===== src/rtl/fuse_cfg_consts.vh =====
// constants for the configuration byte decoder
`ifndef FUSE_CFG_CONSTS_VH
`define FUSE_CFG_CONSTS_VH
// ==========================================================================
// register byte addresses (printed offsets are indices, address is 4x)
`define IDX_OSC_CFG        4'h2
`define IDX_TIMER_FAULT    4'h4
`define IDX_SYS_PRIMARY    4'h5
`define IDX_STARTUP        4'h6
`define IDX_APP_END        4'h7
`define IDX_BOOT_END       4'h8
`define IDX_LOCK_KEY       4'hA
`define IDX_STATUS         4'hC
`define IDX_ERASE_CTRL     4'hD
// ==========================================================================
// field positions
`define FREQ_LSB           0
`define SCAN_SRC_LSB       6
`define RST_FUNC_LSB       2
`define EE_KEEP_BIT        0
`define SUT_LSB            0
// ==========================================================================
// reset values and codes
`define SYS_PRIMARY_RST    8'hC4
`define STARTUP_RST        8'h07
`define OSC_CFG_RST        8'h02
`define FREQ_16M           2'h1
`define FREQ_20M           2'h2
`define SCAN_FULL          2'h0
`define SCAN_BOOT          2'h1
`define SCAN_BOOTAPP       2'h2
`define SCAN_NONE          2'h3
`define RST_FUNC_GPIO      2'h0
`define RST_FUNC_DEBUG     2'h1
`define RST_FUNC_RESET     2'h2
`define UNLOCK_KEY         8'hC5
`define BLOCK_BYTES        256
// ==========================================================================
// timing
`define CLK_HZ             10000000
`define LFOSC_HZ           32768
`define HOLDOFF_LF_CYCLES  768
`define HOLDOFF_CLKS       ((`HOLDOFF_LF_CYCLES * `CLK_HZ + `LFOSC_HZ - 1) / `LFOSC_HZ)
`define CLKS_PER_MS        (`CLK_HZ / 1000)
`endif


===== src/rtl/fuse_config_decode.v =====
// configuration byte decoder with AXI4-Lite read-back
//
// Behaviour
// - frequency code 1 runs oscillator at 16 MHz, 2 at 20 MHz, with matching trim
// - timer fault byte copied bit for bit into timer fault control
// - upper four timer bits enable compare outputs onto pins
// - lower four bits set compare default levels, also on debug entry with fault detect flag set
// - scan source picks full flash, boot, boot plus code, or none
// - reset-pin function: 0 gpio, 1 debug interface, 2 reset input
// - gpio-mode reset pin driver held off 768 slow cycles after reset
// - chip erase keeps eeprom when keep bit is 1, erases when 0
// - locked device always erases eeprom on chip erase
// - start-up delay codes 0..7 select 0,1,2,4,8,16,32,64 ms
// - application end in 256-byte blocks, rest of flash is data
// - zero application end makes flash from boot end onward code
// - boot end in 256-byte blocks, zero makes whole flash boot
// - both ends zero make whole flash boot
// - only key 0xC5 unlocks memory access, else locked
// - locked blocks debug interface from system bus except info block
`timescale 1ns/1ps
`include "fuse_cfg_consts.vh"

module fuse_config_decode #(
  parameter HOLDOFF_CLKS = `HOLDOFF_CLKS,
  parameter CLKS_PER_MS  = `CLKS_PER_MS
) (
  input  wire        clk_i,
  input  wire        arst_n_i,
  input  wire [7:0]  nv_osc_cfg_i,
  input  wire [7:0]  nv_timer_fault_i,
  input  wire [7:0]  nv_sys_primary_i,
  input  wire [7:0]  nv_startup_i,
  input  wire [7:0]  nv_app_end_i,
  input  wire [7:0]  nv_boot_end_i,
  input  wire [7:0]  nv_lock_key_i,
  input  wire [1:0]  osc_trim_16m_i,
  input  wire [7:0]  osc_coarse_16m_i,
  input  wire [7:0]  osc_coarse_20m_i,
  input  wire [3:0]  osc_temp_16m_i,
  input  wire [3:0]  osc_temp_20m_i,
  input  wire        debug_entry_i,
  input  wire        fault_detect_flag_i,
  input  wire        dbg_req_i,
  input  wire        dbg_is_info_blk_i,
  input  wire [7:0]  flash_blk_i,
  input  wire        s_axi_awvalid,
  output reg         s_axi_awready,
  input  wire [31:0] s_axi_awaddr,
  input  wire        s_axi_wvalid,
  output reg         s_axi_wready,
  input  wire [31:0] s_axi_wdata,
  input  wire [3:0]  s_axi_wstrb,
  output reg         s_axi_bvalid,
  input  wire        s_axi_bready,
  output reg  [1:0]  s_axi_bresp,
  input  wire        s_axi_arvalid,
  output reg         s_axi_arready,
  input  wire [31:0] s_axi_araddr,
  output reg         s_axi_rvalid,
  input  wire        s_axi_rready,
  output reg  [31:0] s_axi_rdata,
  output reg  [1:0]  s_axi_rresp,
  output reg         osc_run_20m_o,
  output reg         osc_cfg_valid_o,
  output reg  [7:0]  osc_coarse_trim_o,
  output reg  [3:0]  osc_temp_trim_o,
  output reg  [7:0]  timer_fault_control_o,
  output reg  [3:0]  cmp_pin_out_en_o,
  output reg  [3:0]  cmp_level_o,
  output reg  [1:0]  scan_source_sel_o,
  output reg  [1:0]  shared_reset_pin_func_o,
  output reg         gpio_drv_allow_o,
  output reg         eeprom_erase_o,
  output reg         start_exec_o,
  output reg         locked_o,
  output reg         dbg_grant_o,
  output reg  [1:0]  flash_region_o
);

  // ========================================================================
  // state
  localparam ST_LOAD = 2'h0;
  localparam ST_WAIT = 2'h1;
  localparam ST_RUN  = 2'h2;

  localparam [1:0] REG_BOOT = 2'h0;
  localparam [1:0] REG_CODE = 2'h1;
  localparam [1:0] REG_DATA = 2'h2;

  reg [1:0]  state_reg;
  reg [7:0]  osc_reg;
  reg [7:0]  tfault_reg;
  reg [7:0]  sys0_reg;
  reg [7:0]  sut_reg;
  reg [7:0]  app_code_end_cfg_reg;
  reg [7:0]  boot_section_end_reg;
  reg [7:0]  lock_reg;
  reg [23:0] hold_cnt_reg;
  reg [31:0] sut_cnt_reg;
  reg        erase_req_reg;
  reg        aw_got_reg;
  reg        w_got_reg;
  reg [3:0]  aw_idx_reg;
  reg [7:0]  wdata_reg;
  reg [31:0] rdata_next;
  reg [1:0]  region_next;
  reg [31:0] sut_target;

  // start-up delay in ms: 0, then powers of two
  function [31:0] sut_ms;
    input [2:0] code;
    begin
      if (code == 3'h0) begin
        sut_ms = 32'h0;
      end else begin
        sut_ms = 32'h1 << (code - 3'h1);
      end
    end
  endfunction

  // oscillator code decode
  function freq_is_20m;
    input [1:0] code;
    begin
      freq_is_20m = (code == `FREQ_20M);
    end
  endfunction

  function freq_is_valid;
    input [1:0] code;
    begin
      freq_is_valid = (code == `FREQ_16M) || (code == `FREQ_20M);
    end
  endfunction

  // shared reset pin function field
  function [1:0] pin_func_of;
    input [7:0] sys;
    begin
      pin_func_of = sys[`RST_FUNC_LSB+1:`RST_FUNC_LSB];
    end
  endfunction

  wire [3:0] ar_idx = s_axi_araddr[5:2];
  wire       unlocked = (lock_reg == `UNLOCK_KEY);
  wire [1:0] freq_code = osc_reg[`FREQ_LSB+1:`FREQ_LSB];

  // ========================================================================
  // load in first cycle after reset release, then count start-up and pin hold-off
  always @(posedge clk_i or negedge arst_n_i) begin
    if (!arst_n_i) begin
      state_reg    <= ST_LOAD;
      osc_reg      <= `OSC_CFG_RST;
      tfault_reg   <= 8'h00;
      sys0_reg     <= `SYS_PRIMARY_RST;
      sut_reg      <= `STARTUP_RST;
      app_code_end_cfg_reg   <= 8'h00;
      boot_section_end_reg  <= 8'h00;
      lock_reg     <= 8'h00;
      sut_cnt_reg  <= 32'h0;
    end else begin
      case (state_reg)
        ST_LOAD: begin
          osc_reg     <= nv_osc_cfg_i;
          tfault_reg  <= nv_timer_fault_i;
          sys0_reg    <= nv_sys_primary_i;
          sut_reg     <= nv_startup_i;
          app_code_end_cfg_reg  <= nv_app_end_i;
          boot_section_end_reg <= nv_boot_end_i;
          lock_reg    <= nv_lock_key_i;
          state_reg   <= ST_WAIT;
        end
        ST_WAIT: begin
          if (sut_cnt_reg >= sut_target) begin
            state_reg <= ST_RUN;
          end else begin
            sut_cnt_reg <= sut_cnt_reg + 32'h1;
          end
        end
        ST_RUN: begin
          state_reg <= ST_RUN;
        end
        default: begin
          state_reg <= ST_LOAD;
        end
      endcase
    end
  end

  // ========================================================================
  // pin driver hold-off counter
  always @(posedge clk_i or negedge arst_n_i) begin
    if (!arst_n_i) begin
      hold_cnt_reg <= 24'h0;
    end else if (state_reg != ST_LOAD && hold_cnt_reg < HOLDOFF_CLKS[23:0]) begin
      hold_cnt_reg <= hold_cnt_reg + 24'h1;
    end
  end

  always @* begin
    sut_target = sut_ms(sut_reg[`SUT_LSB+2:`SUT_LSB]) * CLKS_PER_MS;
  end

  // ========================================================================
  // flash section decode
  always @* begin
    if (boot_section_end_reg == 8'h00 || flash_blk_i < boot_section_end_reg) begin
      region_next = REG_BOOT;
    end else if (app_code_end_cfg_reg == 8'h00 || flash_blk_i < app_code_end_cfg_reg) begin
      region_next = REG_CODE;
    end else begin
      region_next = REG_DATA;
    end
  end

  // ========================================================================
  // decoded oscillator outputs
  always @(posedge clk_i or negedge arst_n_i) begin
    if (!arst_n_i) begin
      osc_run_20m_o     <= 1'b0;
      osc_cfg_valid_o   <= 1'b0;
      osc_coarse_trim_o <= 8'h00;
      osc_temp_trim_o   <= 4'h0;
    end else begin
      osc_run_20m_o     <= freq_is_20m(freq_code);
      osc_cfg_valid_o   <= freq_is_valid(freq_code);
      osc_coarse_trim_o <= freq_is_20m(freq_code) ? osc_coarse_20m_i : osc_coarse_16m_i;
      osc_temp_trim_o   <= freq_is_20m(freq_code) ? osc_temp_20m_i : osc_temp_16m_i;
    end
  end

  // ========================================================================
  // decoded timer outputs
  always @(posedge clk_i or negedge arst_n_i) begin
    if (!arst_n_i) begin
      timer_fault_control_o <= 8'h00;
      cmp_pin_out_en_o      <= 4'h0;
      cmp_level_o           <= 4'h0;
    end else begin
      timer_fault_control_o <= tfault_reg;
      cmp_pin_out_en_o      <= tfault_reg[7:4];
      if (state_reg == ST_WAIT || (debug_entry_i && fault_detect_flag_i)) begin
        cmp_level_o <= tfault_reg[3:0];
      end
    end
  end

  // ========================================================================
  // decoded system outputs
  always @(posedge clk_i or negedge arst_n_i) begin
    if (!arst_n_i) begin
      scan_source_sel_o       <= `SCAN_NONE;
      shared_reset_pin_func_o <= `RST_FUNC_DEBUG;
      gpio_drv_allow_o        <= 1'b0;
      eeprom_erase_o          <= 1'b0;
      start_exec_o            <= 1'b0;
    end else begin
      scan_source_sel_o       <= sys0_reg[`SCAN_SRC_LSB+1:`SCAN_SRC_LSB];
      shared_reset_pin_func_o <= pin_func_of(sys0_reg);
      gpio_drv_allow_o        <= (pin_func_of(sys0_reg) == `RST_FUNC_GPIO) &&
                                 (hold_cnt_reg >= HOLDOFF_CLKS[23:0]);
      eeprom_erase_o          <= erase_req_reg &&
                                 (!sys0_reg[`EE_KEEP_BIT] || !unlocked);
      start_exec_o            <= (state_reg == ST_RUN);
    end
  end

  // ========================================================================
  // decoded access outputs
  always @(posedge clk_i or negedge arst_n_i) begin
    if (!arst_n_i) begin
      locked_o       <= 1'b1;
      dbg_grant_o    <= 1'b0;
      flash_region_o <= REG_BOOT;
    end else begin
      locked_o       <= !unlocked;
      dbg_grant_o    <= dbg_req_i && (unlocked || dbg_is_info_blk_i);
      flash_region_o <= region_next;
    end
  end

  // ========================================================================
  // axi4-lite slave
  always @(posedge clk_i or negedge arst_n_i) begin
    if (!arst_n_i) begin
      s_axi_awready <= 1'b0;
      s_axi_wready  <= 1'b0;
      s_axi_bvalid  <= 1'b0;
      s_axi_bresp   <= 2'h0;
      aw_got_reg    <= 1'b0;
      w_got_reg     <= 1'b0;
      aw_idx_reg    <= 4'h0;
      wdata_reg     <= 8'h00;
      erase_req_reg <= 1'b0;
    end else begin
      erase_req_reg <= 1'b0;
      s_axi_awready <= !aw_got_reg && s_axi_awvalid && !s_axi_awready && !s_axi_bvalid;
      s_axi_wready  <= !w_got_reg && s_axi_wvalid && !s_axi_wready && !s_axi_bvalid;
      if (s_axi_awvalid && s_axi_awready) begin
        aw_got_reg <= 1'b1;
        aw_idx_reg <= s_axi_awaddr[5:2];
      end
      if (s_axi_wvalid && s_axi_wready) begin
        w_got_reg <= 1'b1;
        wdata_reg <= s_axi_wstrb[0] ? s_axi_wdata[7:0] : 8'h00;
      end
      if (aw_got_reg && w_got_reg && !s_axi_bvalid) begin
        aw_got_reg   <= 1'b0;
        w_got_reg    <= 1'b0;
        s_axi_bvalid <= 1'b1;
        if (aw_idx_reg == `IDX_ERASE_CTRL) begin
          s_axi_bresp   <= 2'h0;
          erase_req_reg <= wdata_reg[0];
        end else begin
          s_axi_bresp <= 2'h2;
        end
      end else if (s_axi_bvalid && s_axi_bready) begin
        s_axi_bvalid <= 1'b0;
      end
    end
  end

  // ========================================================================
  // axi4-lite read channel
  always @(posedge clk_i or negedge arst_n_i) begin
    if (!arst_n_i) begin
      s_axi_arready <= 1'b0;
      s_axi_rvalid  <= 1'b0;
      s_axi_rdata   <= 32'h0;
      s_axi_rresp   <= 2'h0;
    end else begin
      s_axi_arready <= s_axi_arvalid && !s_axi_arready && !s_axi_rvalid;
      if (s_axi_arvalid && s_axi_arready) begin
        s_axi_rvalid <= 1'b1;
        s_axi_rdata  <= rdata_next;
        s_axi_rresp  <= 2'h0;
      end else if (s_axi_rvalid && s_axi_rready) begin
        s_axi_rvalid <= 1'b0;
      end
    end
  end

  // ========================================================================
  // read data select
  always @* begin
    case (ar_idx)
      `IDX_OSC_CFG: begin
        rdata_next = {24'h0, osc_reg};
      end
      `IDX_TIMER_FAULT: begin
        rdata_next = {24'h0, tfault_reg};
      end
      `IDX_SYS_PRIMARY: begin
        rdata_next = {24'h0, sys0_reg};
      end
      `IDX_STARTUP: begin
        rdata_next = {24'h0, sut_reg};
      end
      `IDX_APP_END: begin
        rdata_next = {24'h0, app_code_end_cfg_reg};
      end
      `IDX_BOOT_END: begin
        rdata_next = {24'h0, boot_section_end_reg};
      end
      `IDX_LOCK_KEY: begin
        rdata_next = {24'h0, lock_reg};
      end
      `IDX_STATUS: begin
        rdata_next = {28'h0, gpio_drv_allow_o, locked_o, state_reg};
      end
      default: begin
        rdata_next = 32'h0;
      end
    endcase
  end

endmodule // fuse_config_decode


===== config.mk =====
export PLATFORM = sky130hd
export DESIGN_NAME = fuse_config_decode
export DESIGN_NICKNAME = d
export VERILOG_FILES = /design/src/rtl/fuse_config_decode.v
export VERILOG_INCLUDE_DIRS = /design/src /design/src/rtl
export SDC_FILE = /design/constraint.sdc
export NUM_CORES = 1
export LEC_CHECK = 0
export BUFFER_PORTS_ARGS = -buffer_cell sky130_fd_sc_hd__buf_2
export CORE_UTILIZATION = 31
export DETAILED_ROUTE_END_ITERATION = 16
export PLACE_DENSITY = 0.49
export SETUP_SLACK_MARGIN = 0.02
export SYNTH_ARGS = -nofsm -noshare
export SYNTH_HDL_FRONTEND = slang
export SYNTH_SLANG_ARGS = --single-unit

===== constraint.sdc =====
create_clock -name clk_i -period 6.95 [get_ports clk_i]
set_clock_uncertainty 0.1 [all_clocks]
set_input_delay 0.695 -clock clk_i [delete_from_list [all_inputs] [get_ports clk_i]]
set_output_delay 0.695 -clock clk_i [all_outputs]
set_load 0.01 [all_outputs]

; ---- Word level (Yosys, flattened, before mapping)
; Cells that the tools add are included.
[word_totals]
memories = 0
latchBits = 0
ff_bits = 202
ram_bits = 0
wordCells = 129
rom_bits = 0
[op_classes]
n_bitwise = 1
reduce_logical = 46
n_eq_ne = 15
n_mux = 20
n_addsub = 3
multipliers = 1
shift = 1
n_div = 0
order_cmp = 5
[ops]
columns = operator, count
row1 = 8-bit one-hot mux with 8 select lines, 1
row2 = "32-bit by 1-bit adder with 32-bit output, second input constant", 1
row3 = 32-bit greater-or-equal comparator, 1
row4 = "32-bit by 10-bit multiplier with 28-bit output, second input constant", 1
row5 = 32-bit two-way mux, 1
row6 = "1-bit by 3-bit left shift with 32-bit output, first input constant", 1
row7 = "24-bit by 1-bit adder with 24-bit output, second input constant", 1
row8 = "24-bit greater-or-equal comparator, second input constant", 1
row9 = "24-bit less-than comparator, second input constant", 1
row10 = 1-bit logical AND, 20
row11 = "4-bit by 3-bit == test with 1-bit output, second input constant", 4
row12 = "4-bit == test, second input constant", 4
row13 = 8-bit logical NOT, 2
row14 = 8-bit less-than comparator, 2
row15 = 1-bit two-way mux, 11
row16 = 2-bit nonzero test, 5
row17 = 1-bit logical NOT, 9
row18 = "8-bit == test, second input constant", 1
row19 = 2-bit two-way mux, 4
row20 = 8-bit two-way mux, 1
row21 = 1-bit logical OR, 6
row22 = 2-bit one-hot mux with 3 select lines, 1
row23 = "2-bit by 1-bit == test with 1-bit output, second input constant", 2
row24 = "2-bit == test, second input constant", 2
row25 = 8 further kinds, 9

; ---- Longest topological paths before layout
[logic_depth]
word_depth = 7
ltp_mapped = 24
depth_no_buf = 22

; ---- Worst setup path after synthesis
; No wires, ideal clock.
[synth_path]
path_type = flip-flop to flip-flop
startpoint = register sut_reg[1]
endpoint = register state_reg[0]
t_arrival_ps = 5726
t_required_ps = 6725
setup_time_ps = 125
path_stages_with_launch = 22
path_buffers = 1
path_slack_ps = 999
cell_sequence = dfstp_2 > clkbuf_1 > and2_1 > nor2b_1 > inv_1 > fa_1 > or3_1 > fa_1 > inv_1 > ha_1 > ha_1 > ha_1 > a311o_1 > a21o_1 > a21oi_1 > xor2_1 > ha_1 > nor2b_1 > o21ai_0 > nand4_1 > nor2_1 > mux2_2
[synth_via]
elab_chain_len = 6
[synth_rtl]
columns = item, line_no
row1 = "start, declared", fuse_config_decode.v:94  ; reg [7:0] sut_reg;
row2 = "start signal, assigned", fuse_config_decode.v:156  ; sut_reg <= `STARTUP_RST;
row3 = "start signal, assigned", fuse_config_decode.v:167  ; sut_reg <= nv_startup_i;
row4 = 3-bit by 1-bit subtractor with 3-bit output, fuse_config_decode.v:116  ; sut_ms = 32'h1 << (code - 3'h1);
row5 = 1-bit by 3-bit left shift with 32-bit output, fuse_config_decode.v:116
row6 = 32-bit two-way mux *, fuse_config_decode.v:113  ; if (code == 3'h0) begin
row7 = 32-bit by 10-bit multiplier with 28-bit output *, fuse_config_decode.v:201  ; sut_target = sut_ms(sut_reg[`SUT_LSB+2:`SUT_LSB]) * CLKS_PER_MS;
row8 = 32-bit greater-or-equal comparator *, fuse_config_decode.v:174  ; if (sut_cnt_reg >= sut_target) begin
row9 = 2-bit != test (no source line) *, n/a
row10 = "end signal, assigned", fuse_config_decode.v:171  ; state_reg <= ST_WAIT;
row11 = "end signal, assigned", fuse_config_decode.v:175  ; state_reg <= ST_RUN;
row12 = "end signal, assigned", fuse_config_decode.v:181  ; state_reg <= ST_RUN;
row13 = "end, declared", fuse_config_decode.v:90  ; reg [1:0] state_reg;
; Every way passes the cells marked *; elsewhere a longest branch is shown, timed or not.
; A chain may end at the register's enable or synchronous reset.

; ---- Final worst setup path
[layout_path]
startpoint = register sut_reg[1]
endpoint = register state_reg[1]
; Same word-level chain as after synthesis.

==> impl_metrics.json <==
{
  "num_vias": 6386,
  "timing.critical_path.from_type": "register",
  "placementRows": 62,
  "clock_tree.htree_level_count": 4,
  "footprint_of_the_multi_input_gates_sq_mm": 0.004353,
  "drt_pre_antenna_iters": 4,
  "slowest_delay_ns": 0.67,
  "worst_path_dominant_cell_family": "adder cells",
  "cts_buffers": 17,
  "die_area_sq_mm": 0.03025,
  "critical_path_class": "register to register",
  "post_drt_wl_per_cell_um": 15.33,
  "seqCellArea_sq_mm": 0.004343,
  "core_sq_mm": 0.02886,
  "cts_num_sinks": 173,
  "detailed_route_vias_per_instance": 4.611,
  "antenna_violating_nets_post_route": 0,
  "synth_area_leaders": "sky130_fd_sc_hd__dfrtp_1, sky130_fd_sc_hd__ha_1, sky130_fd_sc_hd__mux2_2",
  "post_cts.repair.setup_buffers": 0,
  "drive_above_1_share": 0.2887,
  "clock_latency_ns": 0.45,
  "grt_max_degree": 101,
  "placed_area_sq_mm": 0.01025,
  "timing.critical_path.buf_inv": 3,
  "power-per-cell-area_mw_per_mm2": 403.0,
  "worst_pin_slew_ns": 0.9585,
  "effective_utilization_at_floorplan": 0.3176,
  "critPathCaptureType": "register",
  "maxClockFrequency_ghz": 0.1610,
  "die_h_um": 173.9,
  "synth_top_area_cell": "sky130_fd_sc_hd__dfrtp_1",
  "numPortBuffers": 163,
  "required_ns": 7.18,
  "final.fill_count": 2935,
  "synth_enable_flop_cells": 0,
  "placed_cells": 1353,
  "cp.arrival_ns": 6.45,
  "status": "finished, final reports clean",
  "setup_repair_after_global_routing_missed_its_margin": "false",
  "route.final.wire_length_mm": 21.24,
  "place.detailed.hpwl_mm": 15.94,
  "fp.dieW_um": 173.9,
  "synth_cells": 840,
  "dpl_worst_slack_ns": 0.7320,
  "hold_path.class": "input port to async pin",
  "cap_violations": 0,
  "yosys.area.top_type_share": 0.4424,
  "num_antenna_cells": 0,
  "crit_path_cells": "and2_1 -> nor2b_1 -> buf_4 -> inv_1 -> fa_1 -> or3_1 -> fa_1 -> inv_1 -> ha_1 -> ha_1 -> ha_1 -> a311o_1 -> a21o_1 -> a21oi_1 -> xor2_1 -> ha_1 -> nor2b_1 -> o21ai_0 -> nand4_1 -> nor2_1 -> mux2_2",
  "cts.clk_slew.worst_paths_ns": 0.07,
  "ys.warnings.count": 0,
  "grt_first_pass_wirelength_mm": 34.56,
  "min_period_ns": 6.213,
  "final_cell_mix": "sky130_fd_sc_hd__dfrtp_1, sky130_fd_sc_hd__buf_2, sky130_fd_sc_hd__ha_1",
  "largest_reg_flops": 32,
  "yosys_register_bits": 173,
  "finalCoreUtilization": 0.3774,
  "path_max_fanout": 9,
  "areaGrowthSynthToFinish_pct": 18.86,
  "crit_path_top_delay_cell": "sky130_fd_sc_hd__dfstp_2",
  "first_global_vias": 6534,
  "floorplan.io_pins": 283,
  "setup_viol": 0,
  "leakagePower_nw": 5.355,
  "setup_tns_ns": 0,
  "final_design_area_excluding_fillers_sq_mm": 0.01089,
  "finalCritPeriodShare": 0.8939,
  "synth-async-reset-ratio": 1.000,
  "grt_usage": 0.1473,
  "post_synth_num_cell_types": 56,
  "drcViolationCount": 0,
  "largest_voltage_drop_on_the_vdd_net_mv": 0.1937,
  "cts-resized-gates": 0,
  "detail_route.iter0.violations": 265,
  "nNetsFinal": 1269,
  "crit_top_cell": "sky130_fd_sc_hd__ha_1",
  "final_cell_count_no_fill": 1385,
  "grt-ovfl-total": 0,
  "worst_slew_margin_rel": 0.3610,
  "tritoncts": "done",
  "average_footprint_of_a_synthesized_cell_sq_um": 10.91,
  "place.gp.congestion": 0.7712,
  "synth-seq-area-share": 0.4739,
  "syn_area_sq_mm": 0.009164,
  "grt_antenna_before_repair": 0,
  "timing.final.max_slew_violations": 0,
  "final_critical_path_setup_slack_ns": 0.7373,
  "final-hold-violation-count": 0,
  "clock_root_buffer": "sky130_fd_sc_hd__clkbuf_16",
  "post_cts_hold_buffer_count": 0,
  "ys_dominant_reg_cell": "sky130_fd_sc_hd__dfrtp_1",
  "cts-root-to-sink-buffers": 2
}
==> routing by layer <==
metal	part of all wire	up-vias	GRT usage
met3	0.036	17	0.03325
li1	-	3173	-
met5	0	-	0
met4	0.014	0	0.04825
met1	0.49	3094	0.1994
met2	0.46	102	0.2327
==> power breakdown <==
group / leakage (nW) / switching, W / internal, W
sequential: 2.15 / 0.000295 / 0.00137
clock: 0.314 / 0.000483 / 0.000559
combinational: 2.89 / 0.000891 / 0.000792
total: 5.36 / 0.00167 / 0.00272
==> Yosys cell counts (all sizes together), types with 21 or more instances <==
cell type	n
nor3	21
clkbuf	32
nand2	60
nor2	29
inv	51
buf	39
nand3	26
xor2	34
mux2	68
o21ai	42
ha	73
dfrtp	162
==> cell families after synthesis <==
logic type                 share of synthesized area
other                                      0.0008195
and+or+nand+nor                               0.1255
adders and majority gates                     0.1150
buffers and inverters                        0.06322
AOI/OAI and AO/OA                            0.07960
xor gates and xnor gates                     0.04970
DFF                                           0.4739
muxes                                        0.09230
==> metrics by stage <==
step / total power [W] / hold slack (ns)
4_1_cts: 0.004467 / 0.2733
6_report: 0.004389 / 0.2527
5_1_grt: 0.004751 / 0.2895
2_1_floorplan: 0.002839 / 0.2594
3_3_place_gp: 0.003376 / 0.2598
3_5_place_dp: 0.003400 / 0.2576
==> cell type report <==
class,instances,share of cell area
clock buffers,17,0.03906
inverters,51,0.01758
multi-input cells,574,0.3997
clock inverters,15,0.01987
repair buffers,171,0.08099
flip-flops and latches,173,0.3987
well taps,384,0.04411
==> final timing paths <==
check	start	end	slack [ns]	cells after the start
min reg2reg	sut_cnt_reg[24]	sut_cnt_reg[24]	0.27	0
max in group asynchronous	arst_n_i	hold_cnt_reg[19]	4.99	2
min	arst_n_i	cmp_pin_out_en_o[3]	0.25	1
min in group clk_i	sut_cnt_reg[24]	sut_cnt_reg[24]	0.27	0
max reg2reg	sut_reg[1]	state_reg[1]	0.74	21
max	sut_reg[1]	state_reg[1]	0.74	21
(Power assumes the default switching activity.)
